## config.mk

```make
export PLATFORM = sky130hd
export DESIGN_NAME = wdt_top
export DESIGN_NICKNAME = d
export VERILOG_FILES = /design/src/hw/wdt_pkg.sv /design/src/hw/wdt_tick.sv /design/src/hw/wdt_top.sv
export SDC_FILE = /design/constraint.sdc
export NUM_CORES = 1
export LEC_CHECK = 0
export BUFFER_PORTS_ARGS = -buffer_cell sky130_fd_sc_hd__buf_2
export CORE_ASPECT_RATIO = 1.2
export CORE_MARGIN = 3
export CORE_UTILIZATION = 49
export DETAILED_ROUTE_END_ITERATION = 16
export PLACE_DENSITY_LB_ADDON = 0.1
export SLEW_MARGIN = 20
export SYNTH_ARGS = -nofsm -noshare
export SYNTH_HDL_FRONTEND = slang
export SYNTH_HIERARCHICAL = 1
export SYNTH_SLANG_ARGS = --single-unit
```

## constraint.sdc

```tcl
create_clock -name I_SYS_CLK -period 2.83 [get_ports I_SYS_CLK]
set_input_delay 0.1415 -clock I_SYS_CLK [delete_from_list [all_inputs] [get_ports I_SYS_CLK]]
set_output_delay 0.1415 -clock I_SYS_CLK [all_outputs]
set_load 0.01 [all_outputs]
```

## src/hw/wdt_pkg.sv

```systemverilog
// package for the wake-up down timer: register map, field layout,
// reset values, source codes and shared decode functions.
// assumes a 32-bit AHB-Lite register window decoded on haddr[7:0].
`default_nettype none

package wdt_pkg;

  // ********************************************************************
  // register byte offsets
  // ********************************************************************
  localparam logic [7:0] WDT_OFF_CTRL   = 8'h00;
  localparam logic [7:0] WDT_OFF_RELOAD = 8'h04;
  localparam logic [7:0] WDT_OFF_COUNT  = 8'h08;
  localparam logic [7:0] WDT_OFF_IEN    = 8'h10;
  localparam logic [7:0] WDT_OFF_STAT   = 8'h14;
  localparam logic [7:0] WDT_OFF_CLR    = 8'h1C;
  localparam logic [7:0] WDT_OFF_DBG    = 8'h20;

  // ********************************************************************
  // field positions in the control word
  // ********************************************************************
  localparam int WDT_POS_EN  = 0;
  localparam int WDT_POS_SRC = 4;
  localparam int WDT_POS_PRS = 8;

  // ********************************************************************
  // reset values
  // ********************************************************************
  localparam logic [15:0] WDT_RST_RELOAD = 16'hFFFF;
  localparam logic [15:0] WDT_RST_COUNT  = 16'h0000;
  localparam logic [31:0] WDT_CLR_READ   = 32'h0000_0001;

  // ********************************************************************
  // clock source select codes
  // ********************************************************************
  localparam logic [2:0] WDT_SRC_HS_INT = 3'h0;
  localparam logic [2:0] WDT_SRC_HS_XTL = 3'h1;
  localparam logic [2:0] WDT_SRC_LS_INT = 3'h2;
  localparam logic [2:0] WDT_SRC_LS_XTL = 3'h3;
  localparam logic [2:0] WDT_SRC_EXT    = 3'h4;
  localparam int         WDT_NUM_SRC    = 5;

  // control word carried as one bundle
  typedef struct packed {
    logic       dbg_stop;
    logic [3:0] prescale_select;
    logic [2:0] src;
    logic       en;
  } wdt_cfg_t;

  localparam wdt_cfg_t WDT_RST_CFG = '{dbg_stop: 1'b0, prescale_select: 4'h1,
                                       src: 3'h0, en: 1'b0};

  // low-speed sources keep running in deep sleep
  function automatic logic wdt_low_speed(input logic [2:0] s);
    return (s == WDT_SRC_LS_INT) || (s == WDT_SRC_LS_XTL);
  endfunction

  // terminal value of the prescaler: 2**n - 1; reserved 0 acts as 1
  function automatic logic [14:0] wdt_prs_last(input logic [3:0] p);
    logic [15:0] m;
    m = 16'h0001 << ((p == 4'h0) ? 4'h1 : p);
    return m[14:0] - 15'h0001;
  endfunction

endpackage

`default_nettype wire

```

## src/hw/wdt_tick.sv

```systemverilog
// prescaler of the wake-up timer: picks one source level, counts its
// rising edges and emits a one-cycle counter_tick every 2**n edges, or every 2 edges for the reserved n of 0.
// assumes source levels are synchronous to the system clock and slower
// than half of it.
`timescale 1ns/1ns
`default_nettype none

module wdt_tick (
  // clock and reset
  input  wire logic       i_clk,
  input  wire logic       i_rst_n,
  input  wire logic       i_ce,
  // sources and settings
  input  wire logic [4:0] i_src,
  input  wire logic [2:0] i_sel,
  input  wire logic [3:0] i_prs,
  input  wire logic       i_run,
  input  wire logic       i_clr,
  // tick out
  output logic            o_tick
);

  logic        sel_lvl;
  logic        prev;
  logic        next_prev;
  logic [14:0] div;
  logic [14:0] next_div;
  logic        next_tick;
  logic        edge_seen;

  // source mux; codes 5..7 select nothing
  always_comb begin
    sel_lvl = 1'b0;
    if (i_sel < 3'(wdt_pkg::WDT_NUM_SRC)) begin
      sel_lvl = i_src[i_sel];
    end
  end

  // edge detect and divider
  always_comb begin
    next_prev = sel_lvl;
    edge_seen = sel_lvl & ~prev;
    next_div  = div;
    next_tick = 1'b0;
    if (i_clr) begin
      next_div = 15'h0000;
    end else if (edge_seen && i_run) begin
      if (div >= wdt_pkg::wdt_prs_last(i_prs)) begin
        next_div  = 15'h0000;
        next_tick = 1'b1;
      end else begin
        next_div = div + 15'h0001;
      end
    end
  end

  // state registers, frozen while clock enable is low
  always_ff @(posedge i_clk) begin
    if (!i_rst_n) begin
      prev   <= 1'b0;
      div    <= 15'h0000;
      o_tick <= 1'b0;
    end else if (i_ce) begin
      prev   <= next_prev;
      div    <= next_div;
      o_tick <= next_tick;
    end
  end

  // ********************************************************************
  // checks
  // ********************************************************************
  a_tick_needs_run: assert property (
    @(posedge i_clk) disable iff (!i_rst_n)
    (i_ce && !i_run) |=> !o_tick)
    else $error("tick issued while halted");
  a_clr_resets_div: assert property (
    @(posedge i_clk) disable iff (!i_rst_n)
    (i_ce && i_clr) |=> (div == 15'h0000 && !o_tick))
    else $error("prescaler not cleared on disable");

endmodule // wdt_tick

`default_nettype wire

```

## src/hw/wdt_top.sv

```systemverilog
// wake-up down timer: AHB-Lite register slave, 16-bit down counter,
// underflow flag with interrupt and deep-sleep wake request.
// assumes a single AHB-Lite master and oscillator levels synchronous
// to I_SYS_CLK; zero-wait-state slave, always OKAY.
//
// Notes on behaviour
// - one 16-bit down counter driven by the prescaler tick.
// - source picked from five: four oscillators or the external pin.
// - a 4-bit prescale field divides the source into counter ticks.
// - prescale n divides by 2**n; zero is reserved, not to be used.
// - 16-bit reload value; each period is reload plus one ticks.
// - enabling loads reload into counter; each tick decrements by one.
// - counting past zero sets underflow flag and reloads the counter.
// - reload writes never disturb the count; used at next reload.
// - timing and event counting differ only in chosen source.
// - low-speed sources keep counting in deep sleep and can wake.
// - interrupt raised only when the underflow enable is set.
// - writing 0 to the clear register bit clears the underflow flag.
// - source code 4 selects the external count pin.
// - debug halt with the stop bit set suspends counting.
`timescale 1ns/1ns
`default_nettype none

module wdt_top (
  // clock, reset, enable
  input  wire logic        I_SYS_CLK,
  input  wire logic        I_RST_N,
  input  wire logic        I_CLK_EN,
  // ahb-lite slave
  input  wire logic        I_HSEL,
  input  wire logic [31:0] I_HADDR,
  input  wire logic [1:0]  I_HTRANS,
  input  wire logic        I_HWRITE,
  input  wire logic [2:0]  I_HSIZE,
  input  wire logic [31:0] I_HWDATA,
  input  wire logic        I_HREADY,
  output logic [31:0]      O_HRDATA,
  output logic             O_HREADYOUT,
  output logic             O_HRESP,
  // clock sources and external count pin
  input  wire logic        I_HIGH_SPEED_INTERNAL_OSC,
  input  wire logic        I_HIGH_SPEED_CRYSTAL_OSC,
  input  wire logic        I_LOW_SPEED_INTERNAL_OSC,
  input  wire logic        I_LOW_SPEED_CRYSTAL_OSC,
  input  wire logic        I_EXTERNAL_COUNT_PIN,
  // system state
  input  wire logic        I_DEEP_SLEEP,
  input  wire logic        I_DEBUG_HALTED,
  // requests
  output logic             O_UNDERFLOW_IRQ,
  output logic             O_WAKE_REQ
);

  // ********************************************************************
  // declarations
  // ********************************************************************
  wdt_pkg::wdt_cfg_t cfg;
  wdt_pkg::wdt_cfg_t next_cfg;
  logic        wr_pend;
  logic        next_wr_pend;
  logic [7:0]  wr_addr;
  logic [7:0]  next_wr_addr;
  logic [31:0] next_rdata;
  logic [15:0] reload_value;
  logic [15:0] next_reload_value;
  logic [15:0] down_counter;
  logic [15:0] next_down_counter;
  logic        irq_enable;
  logic        next_irq_enable;
  logic        underflow_flag;
  logic        next_underflow_flag;
  logic        next_irq;
  logic        next_wake;
  logic        take;
  logic        clr_req;
  logic        underflow;
  logic        run;
  logic        counter_tick;
  logic [4:0]  src_bus;

  // ********************************************************************
  // bus front end
  // ********************************************************************

  // address phase is taken when a selected NONSEQ or SEQ transfer (htrans[1] set) sees hready
  assign take = I_HSEL & I_HTRANS[1] & I_HREADY;

  // read data is latched at the address phase so hrdata is a flop
  always_comb begin
    next_wr_pend = take & I_HWRITE;
    next_wr_addr = take ? I_HADDR[7:0] : wr_addr;
    next_rdata   = 32'h0000_0000;
    if (take && !I_HWRITE) begin
      unique case (I_HADDR[7:0])
        wdt_pkg::WDT_OFF_CTRL: begin
          next_rdata[wdt_pkg::WDT_POS_EN]        = cfg.en;
          next_rdata[wdt_pkg::WDT_POS_SRC +: 3]  = cfg.src;
          next_rdata[wdt_pkg::WDT_POS_PRS +: 4]  = cfg.prescale_select;
        end
        wdt_pkg::WDT_OFF_RELOAD: next_rdata[15:0] = reload_value;
        wdt_pkg::WDT_OFF_COUNT:  next_rdata[15:0] = down_counter;
        wdt_pkg::WDT_OFF_IEN:    next_rdata[0]    = irq_enable;
        wdt_pkg::WDT_OFF_STAT:   next_rdata[0]    = underflow_flag;
        wdt_pkg::WDT_OFF_CLR:    next_rdata       = wdt_pkg::WDT_CLR_READ;
        wdt_pkg::WDT_OFF_DBG:    next_rdata[0]    = cfg.dbg_stop;
        default:                 next_rdata       = 32'h0000_0000;
      endcase
    end
  end

  // ********************************************************************
  // register writes (data phase)
  // ********************************************************************

  // writes land one cycle after the address phase, with hwdata
  always_comb begin
    next_cfg          = cfg;
    next_reload_value = reload_value;
    next_irq_enable   = irq_enable;
    clr_req           = 1'b0;
    if (wr_pend) begin
      unique case (wr_addr)
        wdt_pkg::WDT_OFF_CTRL: begin
          next_cfg.en  = I_HWDATA[wdt_pkg::WDT_POS_EN];
          next_cfg.src = I_HWDATA[wdt_pkg::WDT_POS_SRC +: 3];
          next_cfg.prescale_select = I_HWDATA[wdt_pkg::WDT_POS_PRS +: 4];
        end
        wdt_pkg::WDT_OFF_RELOAD: next_reload_value = I_HWDATA[15:0];
        wdt_pkg::WDT_OFF_IEN:    next_irq_enable   = I_HWDATA[0];
        wdt_pkg::WDT_OFF_CLR:    clr_req           = ~I_HWDATA[0];
        wdt_pkg::WDT_OFF_DBG:    next_cfg.dbg_stop = I_HWDATA[0];
        default: ;
      endcase
    end
  end

  // ********************************************************************
  // prescaler
  // ********************************************************************

  // high-speed sources are dead in deep sleep, so only low-speed run
  assign run = cfg.en & next_cfg.en
             & ~(I_DEBUG_HALTED & cfg.dbg_stop)
             & ~(I_DEEP_SLEEP & ~wdt_pkg::wdt_low_speed(cfg.src));

  assign src_bus = {I_EXTERNAL_COUNT_PIN, I_LOW_SPEED_CRYSTAL_OSC,
                    I_LOW_SPEED_INTERNAL_OSC, I_HIGH_SPEED_CRYSTAL_OSC,
                    I_HIGH_SPEED_INTERNAL_OSC};

  wdt_tick u_tick (
    .i_clk   (I_SYS_CLK),
    .i_rst_n (I_RST_N),
    .i_ce    (I_CLK_EN),
    .i_src   (src_bus),
    .i_sel   (cfg.src),
    .i_prs   (cfg.prescale_select),
    .i_run   (run),
    .i_clr   (~cfg.en),
    .o_tick  (counter_tick)
  );

  // ********************************************************************
  // down counter and underflow flag
  // ********************************************************************

  // a tick landing while disabling is dropped: stop is immediate
  always_comb begin
    next_down_counter = down_counter;
    underflow         = 1'b0;
    if (next_cfg.en && !cfg.en) begin
      next_down_counter = reload_value;
    end else if (cfg.en && next_cfg.en && counter_tick) begin
      if (down_counter == 16'h0000) begin
        underflow         = 1'b1;
        next_down_counter = reload_value;
      end else begin
        next_down_counter = down_counter - 16'h0001;
      end
    end
  end

  // set wins over a clear in the same cycle
  always_comb begin
    next_underflow_flag = underflow | (underflow_flag & ~clr_req);
    next_irq  = next_underflow_flag & next_irq_enable;
    next_wake = next_irq & I_DEEP_SLEEP
              & wdt_pkg::wdt_low_speed(next_cfg.src);
  end

  // ********************************************************************
  // state registers
  // ********************************************************************

  // all state freezes while I_CLK_EN is low
  always_ff @(posedge I_SYS_CLK) begin
    if (!I_RST_N) begin
      cfg             <= wdt_pkg::WDT_RST_CFG;
      wr_pend         <= 1'b0;
      wr_addr         <= 8'h00;
      O_HRDATA        <= 32'h0000_0000;
      O_HREADYOUT     <= 1'b1;
      O_HRESP         <= 1'b0;
      reload_value    <= wdt_pkg::WDT_RST_RELOAD;
      down_counter    <= wdt_pkg::WDT_RST_COUNT;
      irq_enable      <= 1'b0;
      underflow_flag  <= 1'b0;
      O_UNDERFLOW_IRQ <= 1'b0;
      O_WAKE_REQ      <= 1'b0;
    end else if (I_CLK_EN) begin
      cfg             <= next_cfg;
      wr_pend         <= next_wr_pend;
      wr_addr         <= next_wr_addr;
      O_HRDATA        <= next_rdata;
      O_HREADYOUT     <= 1'b1;
      O_HRESP         <= 1'b0;
      reload_value    <= next_reload_value;
      down_counter    <= next_down_counter;
      irq_enable      <= next_irq_enable;
      underflow_flag  <= next_underflow_flag;
      O_UNDERFLOW_IRQ <= next_irq;
      O_WAKE_REQ      <= next_wake;
    end
  end

  // ********************************************************************
  // checks
  // ********************************************************************
  a_enable_loads: assert property (@(posedge I_SYS_CLK)
    disable iff (!I_RST_N)
    (I_CLK_EN && next_cfg.en && !cfg.en)
      |=> (down_counter == $past(reload_value)))
    else $error("enable did not load reload value");

  a_tick_decrements: assert property (@(posedge I_SYS_CLK)
    disable iff (!I_RST_N)
    (I_CLK_EN && cfg.en && !wr_pend && counter_tick && down_counter != 0)
      |=> (down_counter == $past(down_counter) - 16'h0001))
    else $error("tick did not decrement counter");

  a_underflow_reload: assert property (@(posedge I_SYS_CLK)
    disable iff (!I_RST_N)
    (I_CLK_EN && cfg.en && !wr_pend && counter_tick && down_counter == 0)
      |=> (down_counter == $past(reload_value) && underflow_flag))
    else $error("underflow did not reload and flag");

  a_count_holds: assert property (@(posedge I_SYS_CLK)
    disable iff (!I_RST_N)
    (cfg.en && !counter_tick) |=> $stable(down_counter))
    else $error("counter moved without a tick");

  a_irq_gated: assert property (@(posedge I_SYS_CLK)
    disable iff (!I_RST_N)
    (I_CLK_EN && !next_irq_enable) |=> !O_UNDERFLOW_IRQ)
    else $error("interrupt raised while masked");

  a_irq_follows: assert property (@(posedge I_SYS_CLK)
    disable iff (!I_RST_N)
    O_UNDERFLOW_IRQ |-> (underflow_flag && irq_enable))
    else $error("interrupt without flag and enable");

  a_set_beats_clear: assert property (@(posedge I_SYS_CLK)
    disable iff (!I_RST_N)
    (I_CLK_EN && underflow && clr_req) |=> underflow_flag)
    else $error("underflow lost to a clear");

  a_clear_works: assert property (@(posedge I_SYS_CLK)
    disable iff (!I_RST_N)
    (I_CLK_EN && clr_req && !underflow) |=> !underflow_flag)
    else $error("flag not cleared");

  // enabling while halted is legal and loads, so only running counts
  a_debug_stops: assert property (@(posedge I_SYS_CLK)
    disable iff (!I_RST_N)
    (I_DEBUG_HALTED && cfg.dbg_stop && cfg.en && !counter_tick)[*2]
      |-> $stable(down_counter))
    else $error("counter ran in debug halt");

  a_wake_low_speed: assert property (@(posedge I_SYS_CLK)
    disable iff (!I_RST_N)
    O_WAKE_REQ |-> (wdt_pkg::wdt_low_speed(cfg.src) && O_UNDERFLOW_IRQ))
    else $error("wake request from high-speed source");

  c_underflow: cover property (@(posedge I_SYS_CLK) disable iff (!I_RST_N)
    underflow);
  c_irq: cover property (@(posedge I_SYS_CLK) disable iff (!I_RST_N)
    $rose(O_UNDERFLOW_IRQ));
  c_set_clear: cover property (@(posedge I_SYS_CLK) disable iff (!I_RST_N)
    underflow && clr_req);
  c_wake: cover property (@(posedge I_SYS_CLK) disable iff (!I_RST_N)
    O_WAKE_REQ);

endmodule // wdt_top

`default_nettype wire

```

# ---- After elaboration in Yosys (flattened, before gate mapping)
# Index checks and enable logic that the tools add are counted.
dict set report totals {
  input_bits 82
  ff_bits 103
  word_cells 107
  output_inout_bits 36
}
dict set report classes {
  mux 29
  reduce_logical 20
  n_addsub 3
  eq_ne 15
  bitwise_logic 20
  n_lt_le_gt_ge 3
  n_shift 1
}
# operator count
set ops {}
lappend ops {{16-bit 2-to-1 mux} 4}
lappend ops {{15-bit 2-to-1 mux} 3}
lappend ops {{8-bit by 5-bit == test with 1-bit output, second input constant} 5}
lappend ops {{8-bit by 3-bit == test with 1-bit output, second input constant} 2}
lappend ops {{8-bit by 6-bit == test with 1-bit output, second input constant} 2}
lappend ops {{16-bit zero test} 1}
lappend ops {{8-bit zero test} 2}
lappend ops {{16-bit by 1-bit subtractor with 16-bit output, second input constant} 1}
lappend ops {{15-bit by 1-bit adder with 15-bit output, second input constant} 1}
lappend ops {{15-bit greater-or-equal comparator} 1}
lappend ops {{1-bit by 4-bit << shifter with 15-bit output, first input constant} 1}
lappend ops {{15-bit by 1-bit subtractor with 15-bit output, second input constant} 1}
lappend ops {{1-bit AND} 13}
lappend ops {{3-bit by 2-bit == test with 1-bit output, second input constant} 4}
lappend ops {{1-bit 2-to-1 mux} 12}
lappend ops {{4-bit 2-to-1 mux} 3}
lappend ops {{4-bit case mux with 3 select lines} 1}
lappend ops {{3-bit case mux with 3 select lines} 1}
lappend ops {{3-bit AND reduction} 3}
lappend ops {{8-bit by 4-bit == test with 1-bit output, second input constant} 1}
lappend ops {{4-bit case mux with 2 select lines} 1}
lappend ops {{1-bit case mux with 7 select lines} 1}
lappend ops {{1-bit inverter} 6}
lappend ops {{3-bit case mux with 2 select lines} 1}
lappend ops {{12 further kinds} 20}

# ---- Depth between registers and ports, before layout
dict set report depth {
  ltp_word 11
  mapped_depth 16
  mapped_depth_nobuf 13
}

# ---- Modules after synthesis
# The synthesis kept the hierarchy.
# module cells_per_inst seq_area_each_um2 n_inst area_each_um2
set by_module_without_submodules {}
lappend by_module_without_submodules {wdt_top 437 1401.3 1 3641.0}
lappend by_module_without_submodules {wdt_tick 197 340.3 1 1501.4}

# ---- Worst setup path before layout
# No wires, ideal clock.
dict set report synth_path {
  path_kind {reg2reg}
  from {register cfg[5] (netlist name)}
  to {register u_tick.div[14]}
  setup_slack_ps -228
  n_path_buf 2
  arrival_ps 2939
  setup_ps 120
  period_less_slack_ps 3058
  required_ps 2710
  path_stages_with_launch 16
  cell_sequence {dfxtp_1 -> clkbuf_1 -> nor3_1 -> inv_1 -> ha_1 -> clkbuf_1 -> nor3_1 -> a21oi_1 -> a2bb2oi_1 -> ha_1 -> nand4_1 -> nor4_1 -> o21ai_0 -> and4_1 -> nor3b_2 -> a211o_1}
}
dict set report synth_between {
  elab_chain_len 8
}
# element line
set synth_lines {}
lappend synth_lines {{start, declared} wdt_top.sv:57} ;# wdt_pkg::wdt_cfg_t cfg;
lappend synth_lines {{start signal, assigned} wdt_top.sv:197} ;# cfg <= wdt_pkg::WDT_RST_CFG;
lappend synth_lines {{start signal, assigned} wdt_top.sv:210} ;# cfg <= next_cfg;
lappend synth_lines {{4-bit zero test} wdt_pkg.sv:62} ;# m = 16'h0001 << ((p == 4'h0) ? 4'h1 : p);
lappend synth_lines {{4-bit 2-to-1 mux (*)} wdt_pkg.sv:62}
lappend synth_lines {{1-bit by 4-bit << shifter with 15-bit output (*)} wdt_pkg.sv:62}
lappend synth_lines {{15-bit by 1-bit subtractor with 15-bit output (*)} wdt_pkg.sv:63} ;# return m[14:0] - 15'h0001;
lappend synth_lines {{15-bit greater-or-equal comparator (*)} wdt_tick.sv:48} ;# if (div >= wdt_pkg::wdt_prs_last(i_prs)) begin
lappend synth_lines {{15-bit 2-to-1 mux (*)} wdt_tick.sv:48}
lappend synth_lines {{15-bit 2-to-1 mux (*)} wdt_tick.sv:47} ;# end else if (edge_seen && i_run) begin
lappend synth_lines {{15-bit 2-to-1 mux (*)} wdt_tick.sv:45} ;# if (i_clr) begin
lappend synth_lines {{end signal, assigned} wdt_tick.sv:65} ;# div <= next_div;
lappend synth_lines {{end, declared} wdt_tick.sv:26} ;# logic [14:0] div;
# Mark *: on every way between the ends. The rest lies on a longest branch, timed or not. The select of a mux whose other input is x is not followed.
# A chain may end at the register's enable or synchronous reset.

# ---- Worst setup path in the final report
dict set report layout_path {
  from {register cfg[6] (netlist name)}
  to {register u_tick.div[7]}
}
# The elaborated chain is that of the path after synthesis.

==> run metrics <==
worst path bufs/invs 4; Ys Warns 6; CP Cell Sequence nor3_2, inv_1, ha_4, nor3_2, a21oi_1, a2bb2oi_2, ha_1, buf_6, nand2_2, o21a_1, o211a_1, buf_4, and4_4, buf_4, a31o_1; post-synthesis mux area share under 10%; Fmax around 350 MHz; final setup violation count 0; number of synthesized register bits a little under 90; antenna viol nets, final 0; Tmin final around 2.8 ns; CP max FO 7; fraction of layout cells with a size suffix above 1 a little under a fifth; Net Sw Frac between 20% and 30%; Final HPWL DP between 10000 and 15000 um; Worst Hold Path EP reload_value[15]; total power between 2000 and 3000 uW; htree depth 3; FP Rows 40; largest family of logic cells by synthesized area simple AND/OR/NAND/NOR gates; Final Hold Fails 0; CTS tree done; status finished clean; Avg WL per Cell 16.7 um; Max Root-Sink Buffers 2; CP max stage cell dfxtp_2; NetSw just over 600 uW; fin util between 60% and 70%; async set-reset flop share out of synthesis 0%; Pwr Density ~460 nW/um^2; DIE WIDTH 99.5 um; Buffers on Ports 55; Vias 4923; area grow syn2layout 18.1%; post-synthesis simple-gate area fraction between 20% and 30%; XOR/XNOR share of the synthesized area less than 1%; slew of the pin with the lowest slew margin approximately 0.65 ns; area of the core between 10000 and 15000 sq um; Comb pwr share just over 7%; Hold Crit Class input port to flop; ys flop type dfxtp_1; Synth Area in Compound Gates between 20% and 30%; clk sink count a little under 90; worst setup path class flop to flop; clock edge transition at the registers on the reported setup and hold paths 0.06 ns; TritonRoute pass-1 iters 4; drt via density 5.92; ANT cells 0; top cells by area, synth dfxtp_1 34%, nand2_1 8.0%, ha_1 4.6%; synthesized cell area ~5100 sq um; Reg power frac between 40% and 50%; fin crit share roughly 100%; fraction of the mapped netlist area in adder cells under 10%; Yosys top cell by area dfxtp_1; Total Routing Usage GR about a quarter; Startpoint Class flop; final WL around 14000 um; vias in the first global route 4657; Yosys top cell area share approximately 34%; antenna violations before repair 0; hold depth 3; FF-to-FF setup slack between 0.009 and 0.01 ns; Initial Utilization 50.9%; CP peak stage delay between 0.3 and 0.4 ns; syn avg cell area just over 8 sq um; CTS root buf clkbuf_16; number of synthesized flops with an enable pin 0; first-pass GRT wire length 22500 um; Relative slew margins ~56%; reg2reg end u_tick/div[7]; required time worst endpoint 3.06 ns; Pleak 0.00273 uW; setup_tns 0 ns; Int Pwr approximately 2200 uW; Netlist cell types 75; largest net degree at the start of global routing 27; worst r2r src cfg[6]; worst hold start I_HWDATA[15]; GPL Wtd Cong 0.881; Final Max Slew Viols 0; WHS roughly 0.011 ns; total gr overflow 0; clock network fraction of design power 48.2%; worst skew pair latency around 0.34 ns; Die Height 118 um; RSZ-0062 raised after global routing true; drc violations 0; Reg2Reg Depth 15; # nets final between 800 and 900; final clock skew roughly 0.0055 ns; number of DRC markers in iteration 0 between 200 and 250; Mapped Cells 634; Critical Path End Type flop; cell family with most CP delay compound AO/OA/AOI/OAI gates; post-synthesis sequential area ratio 33.9%; cts bufs inserted 9; MaxCap Viol Count 0; Crit path arrival time 3.05 ns; worst IR drop on VDD around 0.0003 V; Die ar. approximately 12000 sq um; number of I/O pins 118
cells in the final DEF (no fill, tap or decap), types with 4 or more instances in the layout:
master     Yosys  routed
a22oi_1       10      10
mux2i_1       23      23
nand2_1      110     109
o21ai_0       30      26
conb_1         3      20
and2_1        11      11
nor2b_1       16      16
inv_1         13      13
o22ai_1        5       5
nand4_1       10      10
a211o_1        5       5
buf_4         18      29
a21boi_0      13      13
o21ai_1        7       9
buf_2          5      55
o2bb2ai_1      8       8
ha_1          19      18
nor2_1        29      29
clkbuf_16      0      10
a21o_1        13      13
dfxtp_1       87      85
nor3_1        18      16
nand2b_1       7       7
a21oi_1       27      26
and3_1         5       5
a22o_1         8       8
nand3_1       30      30
a221o_1        4       4
tightest hold or removal path, delay by kind of cell:
family | cells | cell delay (ns)
buf+inv | 1 | 0.08
simple gates | 2 | 0.10
synthesized netlist by cell type (all sizes together) (13+ instances only):
master  number
mux2i       23
a21o        13
nor3        18
o21ai       37
inv         13
buf         28
ha          19
a21boi      13
nor2b       16
nand3       31
a21oi       27
clkbuf      23
nor2        30
nand2      110
dfxtp       87
power groups by stage:
stage                     logic [uW]  clock network (uW)  registers, uW
after floorplan                  137                   0           1260
after global placement           179                   0           1260
after detailed placement         183                   0           1260
after CTS                        191                1350           1240
after global routing             219                1420           1240
final                            201                1340           1240
registers in the layout, indices dropped and copies added (netlist names):
name             count
wr_addr              8
cfg                  9
down_counter        16
u_tick/o_tick        1
O_WAKE_REQ           1
reload_value        16
irq_enable           1
u_tick/div          15
O_UNDERFLOW_IRQ      1
underflow_flag       1
wr_pend              1
u_tick/prev          1
O_HRDATA            16
cell families (layout without fill, tap and decap cells):
family,Yosys count,after routing
muxes,25,25
AOI/OAI and AO/OA,164,164
xor gates and xnor gates,1,1
DFF,87,87
buffers and inverters,64,118
adders and majority gates,19,19
and+or+nand+nor,271,271
other,3,20
what timing repair did:
| action | 4_1_cts | 5_1_grt |
|---|---|---|
| hold buffers | 0 | 0 |
| resized for setup | 8 | 14 |
| buffers inserted | 9 | 3 |
| setup endpoints to repair | 14 | 15 |
| gates cloned | 1 | 0 |
| pin swaps | 9 | 14 |
stage by stage:
step / worst slack (ns) / instances / cell area, sq um
2_1_floorplan: 0.00528 / 651 / 5220
3_3_place_gp: -0.0104 / 804 / 5560
3_5_place_dp: -0.121 / 804 / 5560
4_1_cts: 0.00209 / 829 / 6030
5_1_grt: -0.127 / 831 / 6070
6_report: 0.00911 / 831 / 6070
worst max path at each step:
stage           start             end  slack (ns)  depth (start not counted)
2_1_floorplan  cfg[5]   u_tick/div[8]       0.005                         16
3_3_place_gp   cfg[6]  u_tick/div[14]       -0.01                         14
3_5_place_dp   cfg[6]   u_tick/div[7]       -0.12                         15
4_1_cts        cfg[5]  u_tick/div[14]       0.002                         15
5_1_grt        cfg[6]   u_tick/div[7]       -0.13                         13
6_report       cfg[6]   u_tick/div[7]       0.009                         15
final cells by class:
type / instances / area, sq um
fill: 961 / 4040
multi-input combinational: 500 / 3200
sequential: 87 / 1740
timing repair buffer: 90 / 592
clock buffer: 11 / 233
tap: 126 / 158
clock inverter: 4 / 95.1
inverter: 13 / 48.8
routing by layer:
metal  up-vias  GRT usage (%)  part of all wire, %
met1      2371           29.0                   41
met3        25           4.13                  5.3
met5         -              0                    0
li1       2397              -                    -
met2       130           40.4                   51
met4         0           10.2                  2.6
No activity file was read; power rests on OpenSTA's default activity.
